**src/hmbh_map.vh**
```
`ifndef HMBH_MAP_VH
`define HMBH_MAP_VH

// ------------------------------------------------------------------
// Register word indices (byte address is four times the index).
// ------------------------------------------------------------------
`define HMBH_IDX_CTRL 3'h0
`define HMBH_IDX_ADDR 3'h1
`define HMBH_IDX_WDATA 3'h2
`define HMBH_IDX_RDATA 3'h3
`define HMBH_IDX_STATUS 3'h4
`define HMBH_IDX_IRQ_STAT 3'h5
`define HMBH_IDX_IRQ_MASK 3'h6

// ------------------------------------------------------------------
// Control register fields.
// ------------------------------------------------------------------
`define HMBH_CTRL_SYNC 0
`define HMBH_CTRL_LATCH 1
`define HMBH_CTRL_GO 2
`define HMBH_CTRL_WR 3
`define HMBH_CTRL_CNT_LO 8
`define HMBH_CTRL_CNT_HI 15

// ------------------------------------------------------------------
// Status register fields.
// ------------------------------------------------------------------
`define HMBH_STAT_BUSY 0
`define HMBH_STAT_HOLD 1
`define HMBH_STAT_ACK 2
`define HMBH_STAT_REM_LO 8
`define HMBH_STAT_REM_HI 15

// ------------------------------------------------------------------
// Interrupt status and mask bits.
// ------------------------------------------------------------------
`define HMBH_IRQ_W 3
`define HMBH_IRQ_DONE 0
`define HMBH_IRQ_RETRY 1
`define HMBH_IRQ_SLAVE 2

// ------------------------------------------------------------------
// Reset values.
// ------------------------------------------------------------------
`define HMBH_RST_CTRL 32'h0000_0000
`define HMBH_RST_WORD 32'h0000_0000
`define HMBH_RST_IRQ 3'h0

// ------------------------------------------------------------------
// Address step between words of a burst.
// ------------------------------------------------------------------
`define HMBH_ADDR_STEP 32'h0000_0004

`endif

```
**src/hmbh_sync.v**
```verilog
`default_nettype none

// ------------------------------------------------------------------
// Two flip-flop synchroniser for a vector of unrelated levels.
// ------------------------------------------------------------------
module hmbh_sync #(
    parameter W = 8
) (
    input wire hclk,
    input wire hresetn,
    input wire [W-1:0] d,
    output reg [W-1:0] q
);

    reg [W-1:0] meta_reg;

    always @(posedge hclk or negedge hresetn) begin
        if (!hresetn) begin
            meta_reg <= {W{1'b0}};
            q <= {W{1'b0}};
        end else begin
            meta_reg <= d;
            q <= meta_reg;
        end
    end

endmodule

`default_nettype wire

```
**src/hmbh_top.v**
```verilog
// Notes on behaviour
// Direction strobe low reads, high writes.
// Interrupt output follows only unmasked pending events.
// Hold request high only while bus wanted.
// Master cycles start only after hold acknowledge.
// Grant acknowledge pin unused in this mode.
// Host drives slave strobe low read, high write.
// Ready input high stretches, low ends cycle.
// Ready sampling style chosen by sync select bit.
// Ready output signals each host register access.
// Address strobe rising edge marks valid address.
// Retry ends cycle, repeats it after release.
// Host never overlaps chip select and memory request.
// Hold request kept until all pending words finish.
//
// Chosen here: the AHB-Lite register port and the placing of the registers.
`include "hmbh_map.vh"
`default_nettype none

module hmbh_top (
    input wire hclk,
    input wire hresetn,
    input wire hsel,
    input wire [31:0] haddr,
    input wire [1:0] htrans,
    input wire hwrite,
    input wire [2:0] hsize,
    input wire [31:0] hwdata,
    input wire hready,
    output wire hreadyout,
    output wire hresp,
    output reg [31:0] hrdata,
    output wire hold_req,
    input wire bus_hold_ack,
    output reg [31:0] mem_addr,
    output wire mem_addr_oe,
    input wire [31:0] mem_data_in,
    output wire [31:0] mem_data_out,
    output wire mem_data_oe,
    output wire mem_dir_strobe,
    output wire mem_dir_strobe_oe,
    output wire addr_valid_strobe,
    output wire addr_valid_strobe_oe,
    input wire master_ready_in,
    input wire bus_retry_in,
    output wire grant_confirm,
    output wire grant_confirm_oe,
    input wire slave_cs_n,
    input wire [2:0] slave_addr,
    input wire slave_dir_strobe,
    input wire [31:0] slave_data_in,
    output reg [31:0] slave_data_out,
    output reg slave_data_oe,
    output reg slave_ready_out,
    output wire irq
);

    // --------------------------------------------------------------
    // Master state codes.
    // --------------------------------------------------------------
    localparam [2:0] S_IDLE = 3'h0;
    localparam [2:0] S_HOLD = 3'h1;
    localparam [2:0] S_ADDR = 3'h2;
    localparam [2:0] S_DATA = 3'h3;
    localparam [2:0] S_RETRY = 3'h4;

    // --------------------------------------------------------------
    // Pin synchronisation.
    // --------------------------------------------------------------
    wire [71:0] pin_raw;
    wire [71:0] pin_s;
    wire ack_s;
    wire rdy_s;
    wire retry_s;
    wire cs_n_s;
    wire sdir_s;
    wire [2:0] saddr_s;
    wire [31:0] mdata_s;
    wire [31:0] sdata_s;

    assign pin_raw = {bus_hold_ack, master_ready_in, bus_retry_in,
                      slave_cs_n, slave_dir_strobe, slave_addr,
                      mem_data_in, slave_data_in};

    hmbh_sync #(
        .W(72)
    ) u_sync (
        .hclk(hclk),
        .hresetn(hresetn),
        .d(pin_raw),
        .q(pin_s)
    );

    assign ack_s = pin_s[71];
    assign rdy_s = pin_s[70];
    assign retry_s = pin_s[69];
    assign cs_n_s = pin_s[68];
    assign sdir_s = pin_s[67];
    assign saddr_s = pin_s[66:64];
    assign mdata_s = pin_s[63:32];
    assign sdata_s = pin_s[31:0];

    // --------------------------------------------------------------
    // State.
    // --------------------------------------------------------------
    reg [31:0] ctrl_reg;
    reg [31:0] addr_reg;
    reg [31:0] wdata_reg;
    reg [31:0] rdata_reg;
    reg [`HMBH_IRQ_W-1:0] irq_stat_reg;
    reg [`HMBH_IRQ_W-1:0] irq_mask_reg;
    reg [2:0] state_reg;
    reg [7:0] remain_reg;
    reg dir_wr_reg;
    reg rdy_prev_reg;
    reg ahb_wr_reg;
    reg [2:0] ahb_idx_reg;
    reg cs_prev_reg;
    reg pin_pend_reg;
    reg pin_wr_reg;
    reg [2:0] pin_idx_reg;

    // --------------------------------------------------------------
    // Register read multiplexer.
    // --------------------------------------------------------------
    function [31:0] rd_mux;
        input [2:0] idx;
        begin
            rd_mux = 32'h0000_0000;
            case (idx)
                `HMBH_IDX_CTRL: rd_mux = ctrl_reg;
                `HMBH_IDX_ADDR: rd_mux = addr_reg;
                `HMBH_IDX_WDATA: rd_mux = wdata_reg;
                `HMBH_IDX_RDATA: rd_mux = rdata_reg;
                `HMBH_IDX_STATUS: begin
                    rd_mux[`HMBH_STAT_BUSY] = (state_reg != S_IDLE);
                    rd_mux[`HMBH_STAT_HOLD] = hold_req;
                    rd_mux[`HMBH_STAT_ACK] = ack_s;
                    rd_mux[`HMBH_STAT_REM_HI:`HMBH_STAT_REM_LO] =
                        remain_reg;
                end
                `HMBH_IDX_IRQ_STAT:
                    rd_mux[`HMBH_IRQ_W-1:0] = irq_stat_reg;
                `HMBH_IDX_IRQ_MASK:
                    rd_mux[`HMBH_IRQ_W-1:0] = irq_mask_reg;
                default: rd_mux = 32'h0000_0000;
            endcase
        end
    endfunction

    // --------------------------------------------------------------
    // AHB-Lite slave: zero wait states, always OKAY.
    // --------------------------------------------------------------
    wire ahb_take;
    wire ahb_mapped;

    assign hreadyout = 1'b1;
    assign hresp = 1'b0;
    assign ahb_take = hsel & htrans[1] & hready;
    assign ahb_mapped = (haddr[31:5] == 27'h0000000);

    always @(posedge hclk or negedge hresetn) begin
        if (!hresetn) begin
            ahb_wr_reg <= 1'b0;
            ahb_idx_reg <= 3'h0;
            hrdata <= `HMBH_RST_WORD;
        end else begin
            ahb_wr_reg <= ahb_take & hwrite & ahb_mapped &
                          (hsize == 3'b010);
            if (ahb_take) begin
                ahb_idx_reg <= haddr[4:2];
            end
            if (ahb_take & !hwrite) begin
                hrdata <= ahb_mapped ? rd_mux(haddr[4:2]) :
                          32'h0000_0000;
            end
        end
    end

    // --------------------------------------------------------------
    // Host pin register port.
    // --------------------------------------------------------------
    wire pin_go;
    wire wr_en;
    wire [2:0] wr_idx;
    wire [31:0] wr_data;

    // An AHB write owns the register write port; a pin write waits.
    assign pin_go = pin_pend_reg & (!pin_wr_reg | !ahb_wr_reg);
    assign wr_en = ahb_wr_reg | (pin_go & pin_wr_reg);
    assign wr_idx = ahb_wr_reg ? ahb_idx_reg : pin_idx_reg;
    assign wr_data = ahb_wr_reg ? hwdata : sdata_s;

    always @(posedge hclk or negedge hresetn) begin
        if (!hresetn) begin
            cs_prev_reg <= 1'b0; // Matches the synchronised select at reset.
            pin_pend_reg <= 1'b0;
            pin_wr_reg <= 1'b0;
            pin_idx_reg <= 3'h0;
            slave_data_out <= `HMBH_RST_WORD;
            slave_data_oe <= 1'b0;
            slave_ready_out <= 1'b0;
        end else begin
            cs_prev_reg <= cs_n_s;
            if (cs_prev_reg & !cs_n_s) begin
                pin_pend_reg <= 1'b1;
                pin_wr_reg <= sdir_s;
                pin_idx_reg <= saddr_s;
            end else if (pin_go) begin
                pin_pend_reg <= 1'b0;
            end
            if (pin_go) begin
                slave_ready_out <= 1'b1;
                slave_data_oe <= !pin_wr_reg;
                if (!pin_wr_reg) begin
                    slave_data_out <= rd_mux(pin_idx_reg);
                end
            end else if (cs_n_s) begin
                slave_ready_out <= 1'b0;
                slave_data_oe <= 1'b0;
            end
        end
    end

    // --------------------------------------------------------------
    // Ready qualification.
    // --------------------------------------------------------------
    wire sync_mode;
    wire latch_mode;
    wire rdy_end;

    assign sync_mode = ctrl_reg[`HMBH_CTRL_SYNC];
    assign latch_mode = ctrl_reg[`HMBH_CTRL_LATCH];
    // Asynchronous style needs two agreeing samples before ending.
    assign rdy_end = sync_mode ? !rdy_s : (!rdy_s & !rdy_prev_reg);

    // --------------------------------------------------------------
    // Master sequencer.
    // --------------------------------------------------------------
    wire go_pulse;
    wire [7:0] go_cnt;
    wire ev_done;
    wire ev_retry;
    wire retry_clear;

    assign go_pulse = wr_en & (wr_idx == `HMBH_IDX_CTRL) &
                      wr_data[`HMBH_CTRL_GO];
    assign go_cnt = wr_data[`HMBH_CTRL_CNT_HI:`HMBH_CTRL_CNT_LO];
    assign ev_done = (state_reg == S_DATA) & !retry_s & rdy_end &
                     (remain_reg == 8'h01);
    assign ev_retry = (state_reg == S_DATA) & retry_s;
    assign retry_clear = !retry_s &
                         (!latch_mode | !irq_stat_reg[`HMBH_IRQ_RETRY]);

    always @(posedge hclk or negedge hresetn) begin
        if (!hresetn) begin
            state_reg <= S_IDLE;
            remain_reg <= 8'h00;
            dir_wr_reg <= 1'b0;
            mem_addr <= `HMBH_RST_WORD;
            rdata_reg <= `HMBH_RST_WORD;
            rdy_prev_reg <= 1'b1;
        end else begin
            rdy_prev_reg <= rdy_s;
            case (state_reg)
                S_IDLE: begin
                    if (go_pulse & (go_cnt != 8'h00)) begin
                        state_reg <= S_HOLD;
                        remain_reg <= go_cnt;
                        dir_wr_reg <= wr_data[`HMBH_CTRL_WR];
                        mem_addr <= addr_reg;
                    end
                end
                S_HOLD: begin
                    if (ack_s) begin
                        state_reg <= S_ADDR;
                    end
                end
                S_ADDR: begin
                    if (!ack_s) begin
                        state_reg <= S_HOLD;
                    end else begin
                        state_reg <= S_DATA;
                    end
                end
                S_DATA: begin
                    if (retry_s) begin
                        state_reg <= S_RETRY;
                    end else if (rdy_end) begin
                        if (!dir_wr_reg) begin
                            rdata_reg <= mdata_s;
                        end
                        mem_addr <= mem_addr + `HMBH_ADDR_STEP;
                        remain_reg <= remain_reg - 8'h01;
                        if (remain_reg == 8'h01) begin
                            state_reg <= S_IDLE;
                        end else if (ack_s) begin
                            state_reg <= S_ADDR;
                        end else begin
                            state_reg <= S_HOLD;
                        end
                    end
                end
                S_RETRY: begin
                    if (retry_clear) begin
                        state_reg <= ack_s ? S_ADDR : S_HOLD;
                    end
                end
                default: state_reg <= S_IDLE;
            endcase
        end
    end

    // --------------------------------------------------------------
    // Bus pins while master.
    // --------------------------------------------------------------
    wire owning;

    assign owning = (state_reg == S_ADDR) | (state_reg == S_DATA);
    assign hold_req = (state_reg != S_IDLE);
    assign mem_addr_oe = owning;
    assign mem_dir_strobe = dir_wr_reg;
    assign mem_dir_strobe_oe = owning;
    assign addr_valid_strobe = (state_reg != S_ADDR);
    assign addr_valid_strobe_oe = owning;
    assign mem_data_out = wdata_reg;
    assign mem_data_oe = owning & dir_wr_reg;
    assign grant_confirm = 1'b1;
    assign grant_confirm_oe = 1'b0;

    // --------------------------------------------------------------
    // Software registers and interrupt.
    // --------------------------------------------------------------
    wire [`HMBH_IRQ_W-1:0] irq_set;
    wire [`HMBH_IRQ_W-1:0] irq_clr;

    assign irq_set = {pin_go, ev_retry, ev_done};
    assign irq_clr = (wr_en & (wr_idx == `HMBH_IDX_IRQ_STAT)) ?
                     wr_data[`HMBH_IRQ_W-1:0] : {`HMBH_IRQ_W{1'b0}};
    assign irq = |(irq_stat_reg & irq_mask_reg);

    always @(posedge hclk or negedge hresetn) begin
        if (!hresetn) begin
            ctrl_reg <= `HMBH_RST_CTRL;
            addr_reg <= `HMBH_RST_WORD;
            wdata_reg <= `HMBH_RST_WORD;
            irq_stat_reg <= `HMBH_RST_IRQ;
            irq_mask_reg <= `HMBH_RST_IRQ;
        end else begin
            // A new event wins over a clear in the same cycle.
            irq_stat_reg <= (irq_stat_reg & ~irq_clr) | irq_set;
            if (wr_en) begin
                case (wr_idx)
                    `HMBH_IDX_CTRL: begin
                        ctrl_reg <= wr_data & 32'h0000_ff0b;
                    end
                    `HMBH_IDX_ADDR: addr_reg <= wr_data;
                    `HMBH_IDX_WDATA: wdata_reg <= wr_data;
                    `HMBH_IDX_IRQ_MASK:
                        irq_mask_reg <= wr_data[`HMBH_IRQ_W-1:0];
                    default: ctrl_reg <= ctrl_reg;
                endcase
            end
        end
    end

endmodule

`default_nettype wire

```
**config.mk**
```make
export PLATFORM = sky130hd
export DESIGN_NAME = hmbh_top
export DESIGN_NICKNAME = d
export VERILOG_FILES = /design/src/hmbh_sync.v /design/src/hmbh_top.v
export VERILOG_INCLUDE_DIRS = /design/src
export SDC_FILE = /design/constraint.sdc
export NUM_CORES = 1
export LEC_CHECK = 0
export BUFFER_PORTS_ARGS = -buffer_cell sky130_fd_sc_hd__buf_4
export CAP_MARGIN = 0
export CORE_MARGIN = 2
export CORE_UTILIZATION = 40
export CTS_CLUSTER_DIAMETER = 200
export CTS_CLUSTER_SIZE = 30
export DETAILED_ROUTE_END_ITERATION = 6
export PLACE_DENSITY = 0.7
export SKIP_CTS_REPAIR_TIMING = 1
export SLEW_MARGIN = 20
export SYNTH_ARGS = -nofsm -noshare
export SYNTH_HDL_FRONTEND = slang
export SYNTH_HIERARCHICAL = 1
export SYNTH_SLANG_ARGS = --single-unit
```
**constraint.sdc**
```tcl
create_clock -name hclk -period 2.2 [get_ports hclk]
set_clock_uncertainty 0.2 [all_clocks]
set_input_delay 0.66 -clock hclk [delete_from_list [all_inputs] [get_ports hclk]]
set_output_delay 0.66 -clock hclk [all_outputs]
set_load 0.1 [all_outputs]
```
==> results of run 1 <==
==> power by group through the flow <==
stage          Sequential (W)  Clock, W  Combinational, W
5_1_grt                0.0108   0.00391            0.0152
4_1_cts                0.0105   0.00367            0.0130
6_report               0.0106   0.00359            0.0145
2_1_floorplan          0.0152         0           0.00446
3_5_place_dp           0.0106         0            0.0130
3_3_place_gp           0.0105         0            0.0128
==> area by class of cell <==
cell class / count / area share
Sequential cell: 378 / 0.436
Multi-Input combinational cell: 914 / 0.295
Timing Repair Buffer: 493 / 0.215
Tap cell: 518 / 0.0298
Clock buffer: 22 / 0.0194
Inverter: 14 / 0.00241
Clock inverter: 2 / 0.00149
==> cell families (layout without fill, tap and decap cells) <==
family                     Yosys count  after routing  share of synthesized area
muxes                              157            157                      0.108
and+or+nand+nor                    399            400                      0.116
other                                2              4                   0.000473
DFF                                378            378                      0.596
buffers and inverters              116            531                     0.0330
AOI/OAI and AO/OA                  350            350                      0.144
adders and majority gates            3              3                    0.00237
==> metal layers <==
layer	share of wire	wire length [um]	vias up
met4	0.028	1430	0
met5	0	0	-
met1	0.42	21600	6639
met3	0.061	3140	82
li1	-	-	5845
met2	0.49	25000	537
==> worst min path at each step <==
| stage | slack [ns] | end | depth (start not counted) | startpoint |
|---|---|---|---|---|
| floorplan | 0.13 | u_sync/q[0] | 0 | u_sync/meta_reg[0] |
| global placement | 0.13 | u_sync/q[24] | 0 | u_sync/meta_reg[24] |
| detailed placement | 0.13 | u_sync/q[16] | 0 | u_sync/meta_reg[16] |
| CTS | -0.25 | u_sync/q[4] | 1 | hresetn |
| global route | 0.001 | u_sync/meta_reg[63] | 1 | mem_data_in[31] |
| finish | 0.03 | u_sync/meta_reg[63] | 1 | mem_data_in[31] |
==> worst max-delay path, stage by stage (launching register included) <==
cell and delay, ns:
dfrtp_1 0.44, a222oi_1 0.48, inv_1 0.11, buf_6 0.20
==> placed cells by master, fill, tap and decap left out, types with 6 or more instances in the layout <==
master and n:
o211ai_1 14, mux2_4 32, clkbuf_16 24, buf_4 343, nand3_1 24, mux2_2 28
o21ai_0 140, a22o_1 22, dfrtp_2 25, mux2i_1 90, a221oi_2 8, o22ai_1 18
nor3_1 16, nand2_1 198, buf_6 53, nor2b_1 8, nor4_1 12, a22oi_1 29
nor2_1 72, o221ai_2 24, buf_8 10, nand4_1 8, dfrtp_1 348, inv_1 13
a21oi_1 50, dlygate4sd3_1 42, nor3b_1 6, clkbuf_1 6, buf_12 36
==> through the flow <==
| step | setup TNS (ns) | setup WS, ns |
|---|---|---|
| after floorplan | -11.48 | -0.302 |
| after global placement | -24.22 | -0.545 |
| after detailed placement | -27.92 | -0.621 |
| after CTS | -19.14 | -0.474 |
| after global routing | -16.51 | -0.442 |
| final | -12.31 | -0.450 |
==> results.yml, run 1 <==
status:
  run_status: "finished with violations"
  violations: "negative setup slack"
power_and_ir_drop:
  switchingPower_w: 0.0138
  power.share.switching: 0.479
  comb_pwr_share: 0.507
  cellInternalPower_w: 0.0149
  worst_ir_drop_vdd_uv: 852
  p_seq_frac: 0.368
  clkPwrFrac: 0.125
  post-layout-total-power_w: 0.0287
  static-leakage-power_nw: 9.92
  power_density_nw_per_um2: 1320
placed_design:
  detailed_place_hpwl_um: 34700
  globalplace.congestion: 0.896
  total_placed_instance_area_um2: 19600
  dp.cells: 2227
  io_buffer_count: 280
routing:
  vias: 13103
  detailedRoute.firstPassIterationCount: 5
  detail_route.wirelength_um: 51200
  route.detailed.wl_per_inst_um: 21.9
  detail_route.iter0.violations: 1086
  final_antenna_net_count: 0
  drc: 0
  detail_route.vias_per_cell: 5.60
grt:
  largest_net_degree_at_the_start_of_global_routing: 79
  groute.layer.met2.usage: 0.366
  global_route_wire_length_before_repair_um: 73100
  grt_pass1_vias: 12348
  globalRouteMet3Util: 0.0289
  grt_util_all_layers: 0.227
  grtUsageMet1: 0.326
  grt_overflow_total: 0
  antenna_violations_before_repair: 0
  busiest_layer: "met2"
worst_setup_path:
  startpoint_of_the_lowest_slack_register_to_register_path: "state_reg[2]"
  worstRegToRegCells: 8
  timing.critical_path.required_ns: 1.34
  worst_setup_path_start_kind: "register"
  setup.reg_to_reg.worst_slack_ns: -0.22
  critPathArrivalTime_ns: 1.79
  setup_crit_start: "irq_mask_reg[1]"
  worstSetupEndpointType: "output port"
  worst_path_class_setup: "register to output port"
  crit_end: "irq"
  worst_r2r_endpoint: "rdata_reg[11]"
  worstPathMaxFanout: 4
clocking:
  cts_htree_levels: 1
  cts-root-buf: "clkbuf_16"
  clock_sink_count: 378
  clockBufferDepth: 3
  path_clk_slew_ns: 0.12
  worstSkewPairLatency_ns: 0.55
  numCtsBuffers: 16
  tritoncts: "built"
cells_and_area:
  utilization: 0.560
  finish.instance_area_um2: 21800
  fillerInstances: 3243
  nNetsFinal: 1966
  drive_above_1_share: 0.355
  sequential_cell_area_um2: 9510
  area_growth_pct: 37.3
  multi_input_area_um2: 6430
  antenna_cells: 0
  final-instance-count-excl-fill: 2341
yosys:
  ys_seq_area_frac: 0.596
  synth_seq_cells: 378
  yosysMostFrequentCell: "dfrtp_1"
  synth_top_cell_area_share: 0.594
  synth_edf_count: 0
  synth-main-ff-cell: "dfrtp_1"
  post_synth_main_area_contributors: "dfrtp_1 (59%), mux2i_1 (5.8%), nand2_1 (4.8%)"
  synthDistinctLibCells: 76
  async_flop_share: 1.00
  netlist.top_cell.by_area: "dfrtp_1"
  netlist_instances: 1405
  yosys_warnings: 6
  ys_top_cells_by_count: "dfrtp_1 (377), nand2_1 (202), o21ai_0 (148)"
  synthesis.area_um2: 15900
  synth_area_per_cell_um2: 11.3
timing:
  final_hold_violating_endpoints: 0
  min_period_over_period: 1.20
  finalWorstPathRequiredPeriod_ns: 2.65
  grt_setup_unrepaired: "yes"
  max_freq_ghz: 0.377
  report.final.setup_viol: 84
  holdWs_ns: 0.0290
  layout_setup_ws_ns: -0.450
  worstMarginPinSlew_ns: 0.863
  maxSlewViolCount: 0
  relSlewSlack: 0.422
floorplanning:
  fp.dieArea_um2: 41300
  design.core.area_um2: 38900
  rows: 72
  die_w_um: 203
  floorplan.initialDensity: 0.408
  top_level_ports: 288
  die_height_um: 203
hold_path:
  hp-class: "primary input to register"
job:
  cap_violations: 0
Note: power is estimated with default switching activity, not from simulation.
==> run 2, diff against run 1 <==
--- a/config.mk
+++ b/config.mk
@@ -6,6 +6,7 @@
 export SDC_FILE = /design/constraint.sdc
 export NUM_CORES = 1
 export LEC_CHECK = 0
+export ABC_AREA = 1
 export BUFFER_PORTS_ARGS = -buffer_cell sky130_fd_sc_hd__buf_4
 export CAP_MARGIN = 0
 export CORE_MARGIN = 2
==> results.yml, run 2 <==
cells_and_area:
  utilization: 0.517
  most_frequent_standard_cell_in_the_layout_excluding_fill_and_tap_cells: "nand2_1"
  area_growth_pct: 28.2
  antenna_cells: 0
  commonest_cells_after_routing_fill_and_taps_aside: "nand2_1 (574), dfrtp_1 (352), buf_4 (295)"
  drive_above_1_share: 0.209
  nNetsFinal: 2312
worst_setup_path:
  cp_num_buf_inv: 2
  cp_slowest_stage_delay_ns: 0.44
  worstSetupEndpointType: "output port"
  worstPathMaxFanout: 2
  worst_setup_path_start_kind: "register"
  timing.critical_path.cells: "inv_2 > o211ai_1 > buf_6"
  top_delay_family_on_crit_path: "flip-flops"
  critPathArrivalTime_ns: 1.55
  timing.critical_path.required_ns: 1.34
  worst_path_class_setup: "register to output port"
  critical_path.slowest_cell: "dfrtp_1"
power_and_ir_drop:
  power_density_nw_per_um2: 1300
  switchingPower_w: 0.0134
  comb_pwr_share: 0.476
  clkPwrFrac: 0.134
  worst_ir_drop_vdd_uv: 872
  static-leakage-power_nw: 9.79
  p_seq_frac: 0.390
  cellInternalPower_w: 0.0131
  power.share.switching: 0.505
floorplanning:
  floorplan.initialDensity: 0.403
  fp.dieArea_um2: 41500
  rows: 73
  top_level_ports: 288
  die_height_um: 204
  design.core.area_um2: 39500
  die_w_um: 204
timing:
  report.final.setup_viol: 7
  max_freq_ghz: 0.415
  final_hold_violating_endpoints: 0
  finalWorstPathRequiredPeriod_ns: 2.41
  worstMarginPinSlew_ns: 0.551
  maxSlewViolCount: 0
  min_period_over_period: 1.10
  relSlewSlack: 0.632
  layout_setup_ws_ns: -0.212
  grt_setup_unrepaired: "yes"
  holdWs_ns: 0.0245
grt:
  antenna_violations_before_repair: 0
  largest_net_degree_at_the_start_of_global_routing: 77
  grt_util_all_layers: 0.245
  global_route_wire_length_before_repair_um: 78000
  grt_overflow_total: 0
  grt_pass1_vias: 13520
yosys:
  async_flop_share: 1.00
  synthDistinctLibCells: 47
  ys_top_cells_by_count: "nand2_1 (576), dfrtp_1 (377), o21ai_0 (168)"
  synth_seq_cells: 378
  yosys_warnings: 6
  netlist_instances: 1807
  post_synth_main_area_contributors: "dfrtp_1 (59%), nand2_1 (14%), o21ai_0 (5.3%)"
  synth-main-ff-cell: "dfrtp_1"
  synthesis.area_um2: 15900
  ys_seq_area_frac: 0.593
  synth_top_cell_area_share: 0.592
  synth_edf_count: 0
  synth_area_per_cell_um2: 8.83
  netlist.top_cell.by_area: "dfrtp_1"
  yosysMostFrequentCell: "nand2_1"
clocking:
  clock_sink_count: 378
  cts_htree_levels: 1
  cts-root-buf: "clkbuf_16"
  clockBufferDepth: 3
  worstSkewPairLatency_ns: 0.55
  path_clk_slew_ns: 0.11
  tritoncts: "built"
  numCtsBuffers: 16
routing:
  detailedRoute.firstPassIterationCount: 6
  detail_route.iter0.violations: 1327
  drc: 0
  final_antenna_net_count: 0
  detail_route.wirelength_um: 52100
  vias: 14030
  route.detailed.wl_per_inst_um: 19.4
  detail_route.vias_per_cell: 5.21
placed_design:
  globalplace.congestion: 0.929
  detailed_place_hpwl_um: 38500
  io_buffer_count: 280
hold_path:
  hp-class: "primary input to register"
status:
  violations: "negative setup slack"
  run_status: "finished with violations"
job:
  cap_violations: 0
==> run 2: cell count changes after synthesis, moves of 23 or more <==
cell / before / now
nor2_1: 73 / 128
inv_1: 13 / 152
nand3_1: 25 / 91
nand2_1: 202 / 576
clkbuf_1: 66 / 43
mux2i_1: 92 / 0
a22oi_1: 29 / 4
mux2_2: 59 / 3
==> run 2: metal layers <==
| layer | GRT usage | routed length, um | vias up |
|---|---|---|---|
| met2 | 0.373 | 23500 | 590 |
| li1 | - | - | 6525 |
| met1 | 0.348 | 22300 | 6804 |
| met3 | 0.0443 | 4150 | 111 |
| met4 | 0.0936 | 2110 | 0 |
| met5 | 0 | 0 | - |
==> run 2: kinds of logic (layout without fill, tap and decap cells) <==
family / count (synthesis) / in the layout / share of synthesized area
xor gates and xnor gates: 6 / 6 / 0.00329
AOI/OAI and AO/OA: 338 / 338 / 0.119
muxes: 3 / 3 / 0.00212
DFF: 378 / 378 / 0.593
adders and majority gates: 3 / 3 / 0.00235
buffers and inverters: 238 / 596 / 0.0651
and+or+nand+nor: 839 / 839 / 0.215
other: 2 / 4 / 0.000471
==> run 2: path summary, 6_finish.rpt <==
kind / start / endpoint / slack (ns) / cells past startpoint
worst max-delay path: irq_stat_reg[1] / irq / -0.21 / 3
worst min-delay path: mem_data_in[16] / u_sync/meta_reg[48] / 0.02 / 1
worst max register to register: ahb_wr_reg / addr_reg[19] / 0.03 / 8
worst min register to register: u_sync/meta_reg[1] / u_sync/q[1] / 0.14 / 0
max in group asynchronous: hresetn / addr_reg[25] / 0.70 / 3
min in group asynchronous: hresetn / u_sync/q[64] / 0.37 / 2
==> run 2: layout make-up <==
| class | instances | area (um2) |
|---|---|---|
| fill | 3655 | 19100 |
| sequential | 378 | 9490 |
| inverter | 159 | 608 |
| clock buffer | 20 | 415 |
| clock inverter | 2 | 32.5 |
| multi-input combinational | 1193 | 5510 |
| tap | 525 | 657 |
| timing repair buffer | 415 | 3740 |
==> run 2: through the flow <==
| step | setup TNS [ns] | setup WS [ns] | std cells | total power [W] | area (um2) |
|---|---|---|---|---|---|
| finish | -1.10 | -0.212 | 2692 | 0.0265 | 20500 |
| global route | -1.54 | -0.255 | 2692 | 0.0277 | 20500 |
| global placement | -2.13 | -0.0780 | 2613 | 0.0223 | 19100 |
| CTS | -2.49 | -0.310 | 2635 | 0.0260 | 19500 |
| detailed placement | -3.24 | -0.107 | 2613 | 0.0224 | 19100 |
| floorplan | -0.719 | -0.529 | 1809 | 0.0188 | 16000 |
==> run 2: power groups by stage <==
stage	Clock [W]	Sequential (W)	Combinational, W
2_1_floorplan	0	0.0153	0.00342
3_3_place_gp	0	0.0103	0.0120
3_5_place_dp	0	0.0104	0.0121
4_1_cts	0.00366	0.0102	0.0121
5_1_grt	0.00385	0.0105	0.0133
6_report	0.00355	0.0103	0.0126
==> run 3, diff against run 2 <==
--- a/config.mk
+++ b/config.mk
@@ -10,11 +10,12 @@
 export BUFFER_PORTS_ARGS = -buffer_cell sky130_fd_sc_hd__buf_4
 export CAP_MARGIN = 0
 export CORE_MARGIN = 2
-export CORE_UTILIZATION = 40
+export CORE_UTILIZATION = 30
 export CTS_CLUSTER_DIAMETER = 200
 export CTS_CLUSTER_SIZE = 30
 export DETAILED_ROUTE_END_ITERATION = 6
-export PLACE_DENSITY = 0.7
+export PLACE_DENSITY = 0.57
+export REMOVE_ABC_BUFFERS = 1
 export SKIP_CTS_REPAIR_TIMING = 1
 export SLEW_MARGIN = 20
 export SYNTH_ARGS = -nofsm -noshare
==> results.yml, run 3 (synthesis gave the netlist of run 2 again) <==
status:
  run_status: "finished with violations"
  violations: "negative setup slack"
power_and_ir_drop:
  switchingPower_w: 0.0134
  p_seq_frac: 0.382
  cellInternalPower_w: 0.0134
  comb_pwr_share: 0.479
  worst_ir_drop_vdd_uv: 772
  clkPwrFrac: 0.139
  power.share.switching: 0.499
  power_density_nw_per_um2: 1290
  static-leakage-power_nw: 9.82
timing:
  maxSlewViolCount: 0
  min_period_over_period: 1.12
  final_hold_violating_endpoints: 0
  report.final.setup_viol: 7
  grt_setup_unrepaired: "yes"
  max_freq_ghz: 0.407
  fin_tns_setup_ns: -1.44
  relSlewSlack: 0.670
  layout_setup_ws_ns: -0.257
  finalWorstPathRequiredPeriod_ns: 2.46
  worstMarginPinSlew_ns: 0.490
routing:
  detail_route.vias_per_cell: 4.84
  detail_route.iter0.violations: 1129
  detail_route.wirelength_um: 54400
  drc: 0
  final_antenna_net_count: 0
  route.detailed.wl_per_inst_um: 19.0
  vias: 13835
  detailedRoute.firstPassIterationCount: 5
hold_path:
  timing.hold.worst_path_depth: 1
  hp-class: "primary input to register"
grt:
  grt_util_all_layers: 0.194
  largest_net_degree_at_the_start_of_global_routing: 56
  grt_pass1_vias: 13526
  antenna_violations_before_repair: 0
  grt_overflow_total: 0
  global_route_wire_length_before_repair_um: 81400
worst_setup_path:
  worst_path_class_setup: "register to output port"
  timing.critical_path.cells: "inv_2 > o211ai_1 > buf_6"
  worstRegToRegCells: 8
  worstSetupEndpointType: "output port"
  setup_crit_start: "irq_stat_reg[1]"
  crit_end: "irq"
  critPathArrivalTime_ns: 1.60
  cp_slowest_stage_delay_ns: 0.41
  startpoint_of_the_lowest_slack_register_to_register_path: "state_reg[2]"
  critical_path.slowest_cell: "dfrtp_1"
  timing.critical_path.required_ns: 1.34
  worst_r2r_endpoint: "rdata_reg[22]"
  setup.reg_to_reg.worst_slack_ns: 0.08
  worstPathMaxFanout: 3
  worst_setup_path_start_kind: "register"
cells_and_area:
  finish.instance_area_um2: 20700
  multi_input_area_um2: 5510
  most_frequent_standard_cell_in_the_layout_excluding_fill_and_tap_cells: "nand2_1"
  commonest_cells_after_routing_fill_and_taps_aside: "nand2_1 (575), dfrtp_1 (354), buf_4 (294)"
  nNetsFinal: 2314
  drive_above_1_share: 0.210
  fillerInstances: 5348
  sequential_cell_area_um2: 9490
  antenna_cells: 0
  area_growth_pct: 30.0
clocking:
  clock_sink_count: 378
  path_clk_slew_ns: 0.13
  tritoncts: "built"
  cts_htree_levels: 1
  numCtsBuffers: 16
  worstSkewPairLatency_ns: 0.56
  clockBufferDepth: 3
  cts-root-buf: "clkbuf_16"
placed_design:
  worst_case_setup_slack_after_placement_ns: -0.152
  globalplace.congestion: 0.895
  io_buffer_count: 280
  total_placed_instance_area_um2: 19500
  detailed_place_hpwl_um: 40500
floorplanning:
  floorplan.initialDensity: 0.303
  design.core.area_um2: 52600
  fp.dieArea_um2: 55000
  top_level_ports: 288
  die_w_um: 235
  rows: 84
  die_height_um: 235
job:
  cap_violations: 0
-- run 3: how the worst min path moves through the flow --
| stage | startpoint | end |
|---|---|---|
| 2_1_floorplan | u_sync/meta_reg[0] | u_sync/q[0] |
| 4_1_cts | hresetn | rdata_reg[0] |
| 3_5_place_dp | u_sync/meta_reg[37] | u_sync/q[37] |
| 6_report | mem_data_in[21] | u_sync/meta_reg[53] |
| 5_1_grt | slave_data_in[1] | u_sync/meta_reg[1] |
| 3_3_place_gp | u_sync/meta_reg[19] | u_sync/q[19] |
-- run 3: layout make-up --
| class | count | share of cell area |
|---|---|---|
| inverters | 159 | 0.0291 |
| clock buffers | 22 | 0.0214 |
| well taps | 688 | 0.0415 |
| flip-flops and latches | 378 | 0.458 |
| clock inverters | 1 | 0.000785 |
| repair buffers | 417 | 0.184 |
| multi-input cells | 1193 | 0.266 |
-- run 3: routing by layer --
metal  share of wire  GRT usage  wire length (um)  vias to the layer above
met4           0.022     0.0446              1190                        0
met2            0.48      0.328             26100                      471
met3           0.065     0.0319              3560                       79
met5               0          0                 0                        -
li1                -          -                 -                     6536
met1            0.43      0.262             23600                     6749
-- run 3: stage by stage --
stage	utilization	hold slack (ns)	cells	power, W
finish	0.395	0.0194	2858	0.0267
CTS	0.379	-0.215	2809	0.0262
floorplan	-	0.131	1730	0.0186
detailed placement	0.370	0.135	2786	0.0225
global route	0.395	0.000264	2858	0.0281
global placement	0.370	0.131	2786	0.0223
-- run 3: power groups by stage --
stage / clock [W] / combinational (W) / sequential [W]
finish: 0.00371 / 0.0128 / 0.0102
global route: 0.00405 / 0.0136 / 0.0105
CTS: 0.00384 / 0.0123 / 0.0101
detailed placement: 0 / 0.0122 / 0.0102
global placement: 0 / 0.0121 / 0.0102
floorplan: 0 / 0.00331 / 0.0153
-- run 3: critical path, delay by kind of cell, from the launching register on --
kind            cells  cell delay (ns)
flops               1             0.41
buf+inv             2             0.33
compound gates      1             0.29
